**config.mk**
```make
export PLATFORM = sky130hd
export DESIGN_NAME = brownout_monitor
export DESIGN_NICKNAME = d
export VERILOG_FILES = /design/src/verilog/brownout_pkg.sv /design/src/verilog/brownout_monitor.sv
export SDC_FILE = /design/constraint.sdc
export NUM_CORES = 1
export LEC_CHECK = 0
export BUFFER_PORTS_ARGS = -buffer_cell sky130_fd_sc_hd__buf_2
export CELL_PAD_IN_SITES_DETAIL_PLACEMENT = 0
export CELL_PAD_IN_SITES_GLOBAL_PLACEMENT = 1
export CORE_ASPECT_RATIO = 0.7
export CORE_MARGIN = 5
export CORE_UTILIZATION = 30
export CTS_BUF_LIST = sky130_fd_sc_hd__clkbuf_16
export DETAILED_ROUTE_END_ITERATION = 8
export GPL_TIMING_DRIVEN = 0
export MAX_ROUTING_LAYER = met4
export PLACE_DENSITY_LB_ADDON = 0.05
export SYNTH_ARGS = -nofsm -noshare
export SYNTH_HDL_FRONTEND = slang
export SYNTH_SLANG_ARGS = --single-unit
```
**constraint.sdc**
```tcl
create_clock -name clk_i -period 2.4 [get_ports clk_i]
set_clock_uncertainty 0.1 [all_clocks]
set_input_delay 0.24 -clock clk_i [delete_from_list [all_inputs] [get_ports clk_i]]
set_output_delay 0.24 -clock clk_i [all_outputs]
set_load 0.02 [all_outputs]
```
**src/verilog/brownout_pkg.sv**
```systemverilog
// Constants, register map and carrier types of the brown-out monitor
// Function
// - Detection runs only while the run-time detect-enable bit is 1.
// - Reset-enable bit 1 makes a brown-out event request a system reset.
// - Flag is set by hardware on a threshold crossing in either direction.
// - Interrupt request while flag set, local and global enables both 1.
// - Flag never clears itself; software writes 0 to clear it.
// - Low-power sampling bit has no effect unless detection is enabled; the code still drives hysteresis_enable from it.
// - Low-power bit 0 with detection on monitors the supply continuously.
// - Low-power bit 1 runs the slow oscillator, sampling every 12.8 ms.
// - Sampled mode detects discretely, with comparator hysteresis disabled.
// - Control register writes land only in an open timed-access window.
// - Configuration detect-enable bit 1 enables detection, 0 disables it.
// - Threshold select 11=2.2V, 10=2.7V, 01=3.8V, 00=4.5V.
// - Configuration reset-enable bit 1 enables brown-out reset, 0 disables.
// - Unprogrammed configuration byte reads all ones.
// - Interrupt priority is the high bit joined with the low bit.
// - Both extended priority registers reset to zero.
package brownout_pkg;

	// ------------------------------------------------------------
	// Register map (byte addresses on the bus)
	// ------------------------------------------------------------
	localparam logic [7:0] ADDR_PMC = 8'hAC;
	localparam logic [7:0] ADDR_PRIO_HIGH = 8'hBB;
	localparam logic [7:0] ADDR_PRIO_LOW = 8'hBC;
	localparam logic [7:0] ADDR_TIMED_ACCESS = 8'hC7;
	localparam logic [7:0] ADDR_BOOT_OPTION_BYTE_TWO = 8'hE0;
	localparam logic [7:0] ADDR_IRQ_EN = 8'hE8;

	// ------------------------------------------------------------
	// Field positions
	// ------------------------------------------------------------
	localparam int PMC_DETECT_EN = 7;
	localparam int PMC_RESET_EN = 4;
	localparam int PMC_FLAG = 3;
	localparam int PMC_LOW_POWER = 2;
	localparam int PMC_LEVEL_NOW = 0;
	localparam int CFG_DETECT_EN = 7;
	localparam int CFG_THR_HI = 6;
	localparam int CFG_THR_LO = 5;
	localparam int CFG_RESET_EN = 4;
	localparam int PRIO_BROWNOUT = 2;
	localparam int IRQ_EN_BROWNOUT = 2;
	localparam int IRQ_EN_GLOBAL = 7;

	// ------------------------------------------------------------
	// Reset values and keys
	// ------------------------------------------------------------
	localparam logic [7:0] BOOT_OPTION_BYTE_TWO_UNPROGRAMMED = 8'hFF;
	localparam logic [7:0] PRIO_RESET = 8'h00;
	localparam logic [7:0] IRQ_EN_RESET = 8'h00;
	localparam logic [7:0] KEY_FIRST = 8'hAA;
	localparam logic [7:0] KEY_SECOND = 8'h55;
	localparam logic [7:0] PMC_WRITE_MASK = 8'h9C;
	localparam logic [7:0] PRIO_MASK = 8'h07;

	// ------------------------------------------------------------
	// Timing
	// ------------------------------------------------------------
	localparam int CLK_HZ = 50000000;
	localparam int TA_WINDOW_CYCLES = 3;
	localparam int SAMPLE_PERIOD_US = 12800;
	localparam int SLOW_OSC_HZ = 10000;
	localparam int SAMPLE_PERIOD_CYCLES = SAMPLE_PERIOD_US * (CLK_HZ / 1000000);

	// ------------------------------------------------------------
	// Carrier types
	// ------------------------------------------------------------
	typedef struct packed {
		logic [7:0] adr;
		logic [7:0] dat;
		logic we;
		logic sel;
		logic cyc;
		logic stb;
	} wb_req_t;

	typedef struct packed {
		logic analog_enable;
		logic slow_osc_enable;
		logic hysteresis_enable;
		logic sample_strobe;
		logic [1:0] threshold_sel;
	} analog_ctrl_t;

	typedef enum logic [1:0] {
		TA_IDLE,
		TA_ARMED,
		TA_OPEN
	} ta_state_t;

endpackage : brownout_pkg
```
**src/verilog/brownout_monitor.sv**
```systemverilog
// Brown-out monitor control: registers, detection, flag, irq and reset
`timescale 1ns/100ps
module brownout_monitor #(
	parameter int SAMPLE_CYCLES = brownout_pkg::SAMPLE_PERIOD_CYCLES
)
(
	input wire logic clk_i,
	input wire logic rst_i,
	input wire brownout_pkg::wb_req_t wb_req_i,
	output logic [7:0] wb_dat_o,
	output logic wb_ack_o,
	input wire logic [7:0] boot_option_byte_two_i,
	input wire logic boot_option_byte_two_programmed_i,
	input wire logic below_threshold_i,
	output brownout_pkg::analog_ctrl_t analog_ctrl_o,
	output logic brownout_irq_o,
	output logic [1:0] brownout_prio_o,
	output logic brownout_reset_o
);

	logic [7:0] config_byte;
	logic brownout_detect_enable_r;
	logic brownout_reset_enable_r;
	logic brownout_flag_r;
	logic low_power_sampling_enable_r;
	logic brownout_level_now_r;
	logic level_prev_r;
	logic [7:0] prio_high_r;
	logic [7:0] prio_low_r;
	logic [7:0] irq_en_r;
	brownout_pkg::ta_state_t ta_state_r;
	logic [1:0] ta_count_r;
	logic [31:0] sample_count_r;
	logic sample_tick;
	logic sample_now;
	logic comparator_ready;
	logic crossing;
	logic bus_access;
	logic bus_write;
	logic ta_open;
	logic pmc_write;
	logic [7:0] pmc_read;
	logic [7:0] rd_nxt;
	logic [7:0] wr_dat;

	// ------------------------------------------------------------
	// Configuration byte and bus decode
	// ------------------------------------------------------------
	assign config_byte = boot_option_byte_two_programmed_i ? boot_option_byte_two_i
		: brownout_pkg::BOOT_OPTION_BYTE_TWO_UNPROGRAMMED;
	assign bus_access = wb_req_i.cyc && wb_req_i.stb && !wb_ack_o;
	assign bus_write = bus_access && wb_req_i.we && wb_req_i.sel;
	assign wr_dat = wb_req_i.dat;
	assign ta_open = (ta_state_r == brownout_pkg::TA_OPEN);
	assign pmc_write = bus_write && ta_open
		&& (wb_req_i.adr == brownout_pkg::ADDR_PMC);

	// ------------------------------------------------------------
	// Timed-access unlock
	// ------------------------------------------------------------
	always_ff @(posedge clk_i)
	begin
		if (rst_i)
		begin
			ta_state_r <= brownout_pkg::TA_IDLE;
			ta_count_r <= 2'h0;
		end
		else if (bus_write
			&& wb_req_i.adr == brownout_pkg::ADDR_TIMED_ACCESS)
		begin
			ta_count_r <= 2'h0;
			if (wr_dat == brownout_pkg::KEY_FIRST)
				ta_state_r <= brownout_pkg::TA_ARMED;
			else if (wr_dat == brownout_pkg::KEY_SECOND
				&& ta_state_r == brownout_pkg::TA_ARMED)
				ta_state_r <= brownout_pkg::TA_OPEN;
			else
				ta_state_r <= brownout_pkg::TA_IDLE;
		end
		else
		begin
			unique case (ta_state_r)
				brownout_pkg::TA_IDLE:
					ta_count_r <= 2'h0;
				brownout_pkg::TA_ARMED,
				brownout_pkg::TA_OPEN:
				begin
					if (ta_count_r == 2'(brownout_pkg::TA_WINDOW_CYCLES - 1))
					begin
						ta_state_r <= brownout_pkg::TA_IDLE;
						ta_count_r <= 2'h0;
					end
					else
						ta_count_r <= ta_count_r + 2'h1;
				end
				default:
				begin
					ta_state_r <= brownout_pkg::TA_IDLE;
					ta_count_r <= 2'h0;
				end
			endcase
		end
	end

	// ------------------------------------------------------------
	// Low-power sampling timer
	// ------------------------------------------------------------
	assign sample_tick = (sample_count_r == 32'(SAMPLE_CYCLES - 1));
	assign sample_now = low_power_sampling_enable_r ? sample_tick
		: 1'b1;
	// Comparator answers only after its enable has gone out
	assign comparator_ready = analog_ctrl_o.analog_enable;

	always_ff @(posedge clk_i)
	begin
		if (rst_i || !brownout_detect_enable_r
			|| !low_power_sampling_enable_r || sample_tick)
			sample_count_r <= 32'h0;
		else
			sample_count_r <= sample_count_r + 32'h1;
	end

	// ------------------------------------------------------------
	// Comparator level and crossing detect
	// ------------------------------------------------------------
	always_ff @(posedge clk_i)
	begin
		if (rst_i)
			brownout_level_now_r <= 1'b0;
		else if (!brownout_detect_enable_r)
			brownout_level_now_r <= 1'b0;
		else if (sample_now && comparator_ready)
			brownout_level_now_r <= below_threshold_i;
	end

	always_ff @(posedge clk_i)
	begin
		if (rst_i)
			level_prev_r <= 1'b0;
		else
			level_prev_r <= brownout_level_now_r;
	end

	assign crossing = brownout_detect_enable_r
		&& (level_prev_r != brownout_level_now_r);

	// ------------------------------------------------------------
	// Control register
	// ------------------------------------------------------------
	always_ff @(posedge clk_i)
	begin
		if (rst_i)
		begin
			brownout_detect_enable_r <=
				config_byte[brownout_pkg::CFG_DETECT_EN];
			brownout_reset_enable_r <=
				config_byte[brownout_pkg::CFG_RESET_EN];
			low_power_sampling_enable_r <= 1'b0;
		end
		else if (pmc_write)
		begin
			brownout_detect_enable_r <= wr_dat[brownout_pkg::PMC_DETECT_EN];
			brownout_reset_enable_r <= wr_dat[brownout_pkg::PMC_RESET_EN];
			low_power_sampling_enable_r <=
				wr_dat[brownout_pkg::PMC_LOW_POWER];
		end
	end

	// ------------------------------------------------------------
	// Brown-out flag
	// ------------------------------------------------------------
	always_ff @(posedge clk_i)
	begin
		if (rst_i)
			brownout_flag_r <= 1'b0;
		else if (crossing)
			brownout_flag_r <= 1'b1;
		else if (pmc_write && !wr_dat[brownout_pkg::PMC_FLAG])
			brownout_flag_r <= 1'b0;
	end

	// ------------------------------------------------------------
	// Priority and enable registers
	// ------------------------------------------------------------
	always_ff @(posedge clk_i)
	begin
		if (rst_i)
			prio_high_r <= brownout_pkg::PRIO_RESET;
		else if (bus_write
			&& wb_req_i.adr == brownout_pkg::ADDR_PRIO_HIGH)
			prio_high_r <= wr_dat & brownout_pkg::PRIO_MASK;
	end

	always_ff @(posedge clk_i)
	begin
		if (rst_i)
			prio_low_r <= brownout_pkg::PRIO_RESET;
		else if (bus_write
			&& wb_req_i.adr == brownout_pkg::ADDR_PRIO_LOW)
			prio_low_r <= wr_dat & brownout_pkg::PRIO_MASK;
	end

	always_ff @(posedge clk_i)
	begin
		if (rst_i)
			irq_en_r <= brownout_pkg::IRQ_EN_RESET;
		else if (bus_write
			&& wb_req_i.adr == brownout_pkg::ADDR_IRQ_EN)
			irq_en_r <= wr_dat;
	end

	// ------------------------------------------------------------
	// Bus read data select
	// ------------------------------------------------------------
	always_comb
	begin
		pmc_read = 8'h00;
		pmc_read[brownout_pkg::PMC_DETECT_EN] = brownout_detect_enable_r;
		pmc_read[brownout_pkg::PMC_RESET_EN] = brownout_reset_enable_r;
		pmc_read[brownout_pkg::PMC_FLAG] = brownout_flag_r;
		pmc_read[brownout_pkg::PMC_LOW_POWER] = low_power_sampling_enable_r;
		pmc_read[brownout_pkg::PMC_LEVEL_NOW] = brownout_level_now_r;
		unique case (wb_req_i.adr)
			brownout_pkg::ADDR_PMC: rd_nxt = pmc_read;
			brownout_pkg::ADDR_PRIO_HIGH: rd_nxt = prio_high_r;
			brownout_pkg::ADDR_PRIO_LOW: rd_nxt = prio_low_r;
			brownout_pkg::ADDR_BOOT_OPTION_BYTE_TWO: rd_nxt = config_byte;
			brownout_pkg::ADDR_IRQ_EN: rd_nxt = irq_en_r;
			default: rd_nxt = 8'h00;
		endcase
	end

	// ------------------------------------------------------------
	// Bus acknowledge and read data
	// ------------------------------------------------------------
	always_ff @(posedge clk_i)
	begin
		if (rst_i)
			wb_ack_o <= 1'b0;
		else
			wb_ack_o <= bus_access;
	end

	always_ff @(posedge clk_i)
	begin
		if (rst_i)
			wb_dat_o <= 8'h00;
		else
			wb_dat_o <= bus_access ? rd_nxt : 8'h00;
	end

	// ------------------------------------------------------------
	// Analog control outputs
	// ------------------------------------------------------------
	always_ff @(posedge clk_i)
	begin
		if (rst_i)
			analog_ctrl_o <= '0;
		else
		begin
			analog_ctrl_o.analog_enable <= brownout_detect_enable_r;
			analog_ctrl_o.slow_osc_enable <= brownout_detect_enable_r
				&& low_power_sampling_enable_r;
			analog_ctrl_o.hysteresis_enable <=
				!low_power_sampling_enable_r;
			analog_ctrl_o.sample_strobe <= brownout_detect_enable_r
				&& sample_now;
			analog_ctrl_o.threshold_sel <= {
				config_byte[brownout_pkg::CFG_THR_HI],
				config_byte[brownout_pkg::CFG_THR_LO]};
		end
	end

	// ------------------------------------------------------------
	// Interrupt, priority and reset outputs
	// ------------------------------------------------------------
	always_ff @(posedge clk_i)
	begin
		if (rst_i)
			brownout_irq_o <= 1'b0;
		else
			brownout_irq_o <= brownout_flag_r
				&& irq_en_r[brownout_pkg::IRQ_EN_BROWNOUT]
				&& irq_en_r[brownout_pkg::IRQ_EN_GLOBAL];
	end

	always_ff @(posedge clk_i)
	begin
		if (rst_i)
			brownout_prio_o <= 2'h0;
		else
			brownout_prio_o <= {prio_high_r[brownout_pkg::PRIO_BROWNOUT],
				prio_low_r[brownout_pkg::PRIO_BROWNOUT]};
	end

	always_ff @(posedge clk_i)
	begin
		if (rst_i)
			brownout_reset_o <= 1'b0;
		else
			brownout_reset_o <= crossing && brownout_level_now_r
				&& brownout_reset_enable_r;
	end

endmodule : brownout_monitor

```
==> Yosys cells after proc, flatten, opt, wreduce, memory -nomap -nowiden <==
Cells that the tools add are included.
{ "word_totals": {"register_bits": 75, "latch_bits": 0, "ramBits": 0, "mem_bits_ro": 0, "input_bits": 32, "wordCells": 91, "memories": 0} }
{ "op_classes": {"add_sub_neg": 2, "n_mul": 0, "div": 0, "order_cmp": 0, "eq_ne": 15, "n_shift": 0, "mux": 14, "n_bitwise": 3, "n_reduce_logical": 35} }
{ "ops": {"columns": ["cell", "n"], "rows": [
  ["equality test 8 bit (second input constant)", 7],
  ["case mux 8 bit (5 select lines)", 1],
  ["adder 32 x 1 -> 32 bit (second input constant)", 1],
  ["equality test 32 x 20 -> 1 bit (second input constant)", 1],
  ["logical AND 1 bit", 20],
  ["equality test 8 x 7 -> 1 bit (second input constant)", 1],
  ["2-to-1 mux 2 bit", 4],
  ["2-to-1 mux 8 bit", 1],
  ["2-to-1 mux 1 bit", 7],
  ["OR reduction 2 bit", 3],
  ["equality test 2 bit (second input constant)", 2],
  ["logical NOT 1 bit", 4],
  ["case mux 2 bit (2 select lines)", 1],
  ["nonzero test 2 bit", 2],
  ["OR reduction 4 bit", 1],
  ["logical OR 1 bit", 3],
  ["!= test 3 bit (second input constant)", 1],
  ["inverter 1 bit", 3],
  ["adder 2 x 1 -> 2 bit (second input constant)", 1],
  ["equality test 2 x 1 -> 1 bit (second input constant)", 1],
  ["logical NOT 2 bit", 1],
  ["!= test 2 bit (second input constant)", 1],
  ["AND reduction 2 bit", 1],
  ["!= test 1 bit", 1]
]} }

==> Logic depth before layout (Yosys ltp) <==
{ "logic_depth": {"depth_word": 9, "depth_mapped": 7, "ltp_nobuf": 6} }

==> Worst setup path before layout <==
OpenSTA, ideal clock, no wires.
{ "synth_timing": {"path_type": "reg2reg", "startpoint": "reg sample_count_r[0]", "endpoint": "reg sample_count_r[22]", "arrival_ns": 1.615, "slack_ns": 0.559, "stages_incl_launch_ff": 8, "n_path_buf": 2, "cell_sequence": "dfxtp_1 -> ha_1 -> and3_1 -> buf_2 -> nand3_1 -> o31ai_4 -> buf_6 -> a21oi_1"} }
{ "synth_between": {"elab_chain_len": 2, "word_cells_on_any_way": 3, "classes_between": "add/sub (1); eq/ne (1); reduce/logical (1)"} }
{ "synth_rtl": {"columns": ["item", "line_no", "text"], "rows": [
  ["from (decl)", "brownout_monitor.sv:33", "logic [31:0] sample_count_r;"],
  ["from (signal assigned)", "brownout_monitor.sv:120", "sample_count_r <= sample_count_r + 32'h1;"],
  ["branches (longest 2 deep; another with adder 32 x 1 -> 32 bit)", null, null]
]} }
Parallel ways; which one is timed is not known.
A chain may end at the register's enable or synchronous reset.

==> Final worst setup path <==
{ "layout_timing": {"startpoint": "reg sample_count_r[0]", "endpoint": "reg sample_count_r[31]"} }
Same word-level chain as after synthesis.

==> results.md <==
| Quantity | This run | Unit |
|---|---|---|
| Total nets after synthesis | 435 | - |
| Number of CTS-inserted buffers | 9 | - |
| WL final | 10,500 | um |
| Top Family by Delay on Critical Path | buffers and inverters | - |
| Num Clock Sinks | 75 | - |
| Relative max-transition margin | 48.1 | % |
| Number of nets still failing antenna checks after routing | 0 | - |
| Cell row count | 33 | - |
| Number of non-filler instances in the completed layout | 624 | - |
| Post-synthesis compound-gate area fraction | 16.2 | % |
| Clock tree from TritonCTS | done | - |
| Port Buf Inserts | 50 | - |
| Total GRT Usage | 15.6 | % |
| 1st-pass router iterations | 5 | - |
| Total of hold buffers inserted after clock tree synthesis | 0 | - |
| Clk Latency, worst-skew pair | 0.33 | ns |
| Sequential cell area | 1520 | um2 |
| Main combinational cell family by area after synthesis | simple AND/OR/NAND/NOR gates | - |
| Register area share after synthesis | 42.5 | % |
| Io pins | 51 | - |
| Remaining global-route overflow | 0 | - |
| Horizontal die dimension | 141 | um |
| Total of cells resized after clock tree synthesis | 0 | - |
| Post-synthesis average cell area | 9.00 | um2 |
| Via count of the routed design | 3,241 | - |
| Fraction of the mapped netlist area in simple logic gates | 30.1 | % |
| Yosys reg bits | 75 | - |
| Placeable Area | 11,700 | um2 |
| Crit-path max cell delay | 0.41 | ns |
| Critical path's slowest cell | dfxtp_1 | - |
| First-pass GRT wire length | 17,000 | um |
| P per Cell Area | 620 | nW/um2 |
| Number of enable-type register cells in the synthesized netlist | 2 | - |
| Number of antenna cells inserted | 0 | - |
| Number of global-route vias before repair | 3,014 | - |
| Weighted congestion at the end of routability-driven global placement | 0.809 | - |
| Startpoint type of the worst setup path | flip-flop | - |
| Cells after synthesis | 398 | - |
| Multi-input gate area in the final layout | 1900 | um2 |
| Die Span Y | 101 | um |
| Adder-cell share of the synthesized area | 1.75 | % |
| Initial cell density of the core | 30.7 | % |
| Critical-path maximum fanout | 10 | - |
| Share of cell area taken by muxes after synthesis | 2.62 | % |
| Kind of critical path | reg -> reg | - |
| Endpoint type of the worst setup path | flip-flop | - |
| RSZ-0062 raised after global routing | false | - |
| Cells after DPL | 605 | - |
| Slew at the pin with the worst max-slew slack | 0.770 | ns |
| CTS max path bufs | 2 | - |
| Root buffer cell | clkbuf_16 | - |
| Cell depth of the worst flop-to-flop path | 8 | - |
| Clock transition at the registers of the reported paths | 0.06 | ns |
| # Max-Cap Violations | 0 | - |
| Initial antenna violation count | 0 | - |
| Number of distinct library cell variants in the gate-level netlist after synthesis | 61 | - |
| Drt drc | 0 | - |
| Cell count of the worst hold path | 2 | - |
| Minimum hold slack | 0.0756 | ns |
| Crit path depth | 8 | - |
| Final net count | 499 | - |
| Data arrival time of the worst path | 2.26 | ns |
| Final setup violation count | 0 | - |
| Filler Cell Count | 1,245 | - |
| Fin. max-slew vios | 0 | - |
| Top achievable clock speed | 464 | MHz |
| Result of the run | completed | - |
| Share of the synthesized netlist area taken by xor and xnor gates | 2.44 | % |
| Wire per inst | 16.9 | um |
| Via density per instance | 5.19 | - |
| Worst reg2reg setup slack | 0.25 | ns |
| Combined buffer and inverter count along the critical path | 3 | - |
| Required time reported for the critical path endpoint | 2.50 | ns |
| Detailed router's first-iteration violation count | 296 | - |
| Post-Route Setup TNS | 0 | ns |
| Layout area overhead | 21.0 | % |
| Leakage dissipation | 1.50 | nW |
| Maximum number of pins on one net before global-route repair | 13 | - |
| Kind of path behind the tightest hold check | in -> reg | - |
| Async S/R FF share, synth | 0 | % |
| Layout cell share with drive strength beyond 1 | 20.6 | % |
| Count of synthesis-stage warnings from yosys | 0 | - |
| Cells along the critical path | ha_1 -> and3_1 -> buf_2 -> nand3_1 -> o31ai_4 -> buf_4 -> buf_6 -> a21oi_1 | - |
| Die outline area | 14,300 | um2 |
| Peak supply drop | 0.413 | mV |
| Post-route minimum period | 2.15 | ns |
| Dominant register cell in the synthesized netlist | dfxtp_1 | - |
| Total count of hold-check failures in the final report | 0 | - |
| Half-perimeter wire length of the detailed placement result | 8050 | um |
| Post-Synthesis Cell Area | 3580 | um2 |
| Count of H-tree levels built during CTS | 3 | - |
| Fraction of the cycle the final worst path needs | 89.8 | % |
[Yosys cell counts (5+ instances only)]
| master | n | area, um2 |
|---|---|---|
| a21oi_1 | 36 | 180 |
| and3_1 | 6 | 37.5 |
| buf_2 | 5 | 25.0 |
| dfxtp_1 | 73 | 1460 |
| ha_1 | 5 | 62.6 |
| inv_1 | 14 | 52.6 |
| mux2i_1 | 6 | 60.1 |
| nand2_1 | 22 | 82.6 |
| nand2b_1 | 6 | 37.5 |
| nand3_1 | 25 | 125 |
| nand4_1 | 16 | 100 |
| nor2_1 | 25 | 93.8 |
| nor2b_1 | 7 | 43.8 |
| nor4_1 | 8 | 50.1 |
| o21ai_0 | 27 | 135 |
| o31ai_1 | 13 | 97.6 |
| or3_1 | 7 | 43.8 |
| or4_1 | 11 | 82.6 |
| xor2_1 | 7 | 61.3 |
[repair_timing]
action | CTS | global route
endpoints found under the hold margin | 0 | 0
setup endpoints to repair | 0 | 20
buffers inserted | 0 | 3
[registers in the layout, indices dropped and copies added, names as in the netlist]
name / flops
analog_ctrl_o: 5
brownout_detect_enable_r: 1
brownout_flag_r: 1
brownout_irq_o: 1
brownout_level_now_r: 1
brownout_prio_o: 2
brownout_reset_enable_r: 1
brownout_reset_o: 1
comparator_ready: 1
irq_en_r: 8
level_prev_r: 1
low_power_sampling_enable_r: 1
prio_high_r: 3
prio_low_r: 3
sample_count_r: 32
ta_count_r: 2
ta_state_r: 2
wb_ack_o: 1
wb_dat_o: 8
[kinds of logic (layout without fill, tap and decap cells)]
logic type                 count (synthesis)  after routing
adders and majority gates                  5              5
AOI/OAI and AO/OA                         95             95
DFF                                       75             75
buffers and inverters                     31            100
xor gates and xnor gates                  10             10
and+or+nand+nor                          173            173
muxes                                      9              9
[metal layers]
layer / vias up / track usage (%) / share of wire [%]
met4: 0 / 3.35 / 0.52
met2: 67 / 19.1 / 38
met1: 1541 / 24.9 / 57
met3: 5 / 3.63 / 4.2
li1: 1628 / - / -
met5: - / - / 0
[worst register-to-register path, stage by stage, from the launching register on]
cell	delay (ns)
dfxtp_1	0.41
ha_1	0.26
and3_1	0.16
buf_2	0.18
nand3_1	0.24
o31ai_4	0.32
buf_4	0.17
buf_6	0.14
a21oi_1	0.05
[layout make-up]
type,count,area share [%]
buffer,17,2.42
clock buffer,9,5.19
clock inverter,7,1.36
inverter,14,1.21
multi-input combinational,292,43.9
sequential,75,35.1
tap,157,4.53
timing repair buffer,53,6.29
[through the flow]
stage | util [%] | area (um2) | power (mW) | setup WS [ns]
after floorplan | - | 3580 | 1.35 | 0.559
after global placement | 34.5 | 4030 | 1.41 | 0.177
after detailed placement | 34.5 | 4030 | 1.41 | 0.167
after CTS | 36.9 | 4310 | 2.73 | 0.148
after global routing | 37.1 | 4340 | 2.79 | 0.0866
final | 37.1 | 4340 | 2.69 | 0.245
[worst paths after layout]
check / start / endpoint
min: rst_i / level_prev_r
max reg2reg: sample_count_r[0] / sample_count_r[31]
min reg2reg: ta_count_r[0] / ta_count_r[0]
max: sample_count_r[0] / sample_count_r[31]
[where the power goes]
| group | total, mW | switching [mW] | leakage [nW] | internal [mW] |
|---|---|---|---|---|
| Combinational | 0.117 | 0.0713 | 0.757 | 0.0458 |
| Clock | 1.30 | 0.513 | 0.138 | 0.790 |
| Sequential | 1.27 | 0.00712 | 0.609 | 1.26 |
[cells in the final DEF, fill, tap and decap left out, types with 3 or more instances in the layout]
cell / netlist / final
dfxtp_1: 73 / 73
nor2_1: 25 / 25
o31ai_1: 13 / 13
a21oi_1: 36 / 36
nor4_1: 8 / 8
xor2_1: 7 / 7
mux2i_1: 6 / 6
xnor2_1: 3 / 3
nand3b_1: 4 / 4
buf_4: 2 / 5
and3_1: 6 / 6
o21ai_0: 27 / 27
nand4b_1: 3 / 3
inv_1: 14 / 14
clkinv_1: 0 / 3
nand4_1: 16 / 16
nand2b_1: 6 / 6
buf_2: 5 / 55
and4_1: 4 / 4
nor2b_1: 7 / 7
nor3_1: 4 / 4
nand2_1: 22 / 22
or4_1: 11 / 11
ha_1: 5 / 5
a22oi_1: 3 / 3
nand3_1: 25 / 25
and2_1: 4 / 4
clkbuf_1: 4 / 4
or3_1: 7 / 7
a222oi_1: 4 / 4
a31oi_1: 3 / 3
mux2_2: 3 / 3
buf_6: 3 / 3
clkbuf_16: 0 / 9
Power figures use the tool's default switching activity.
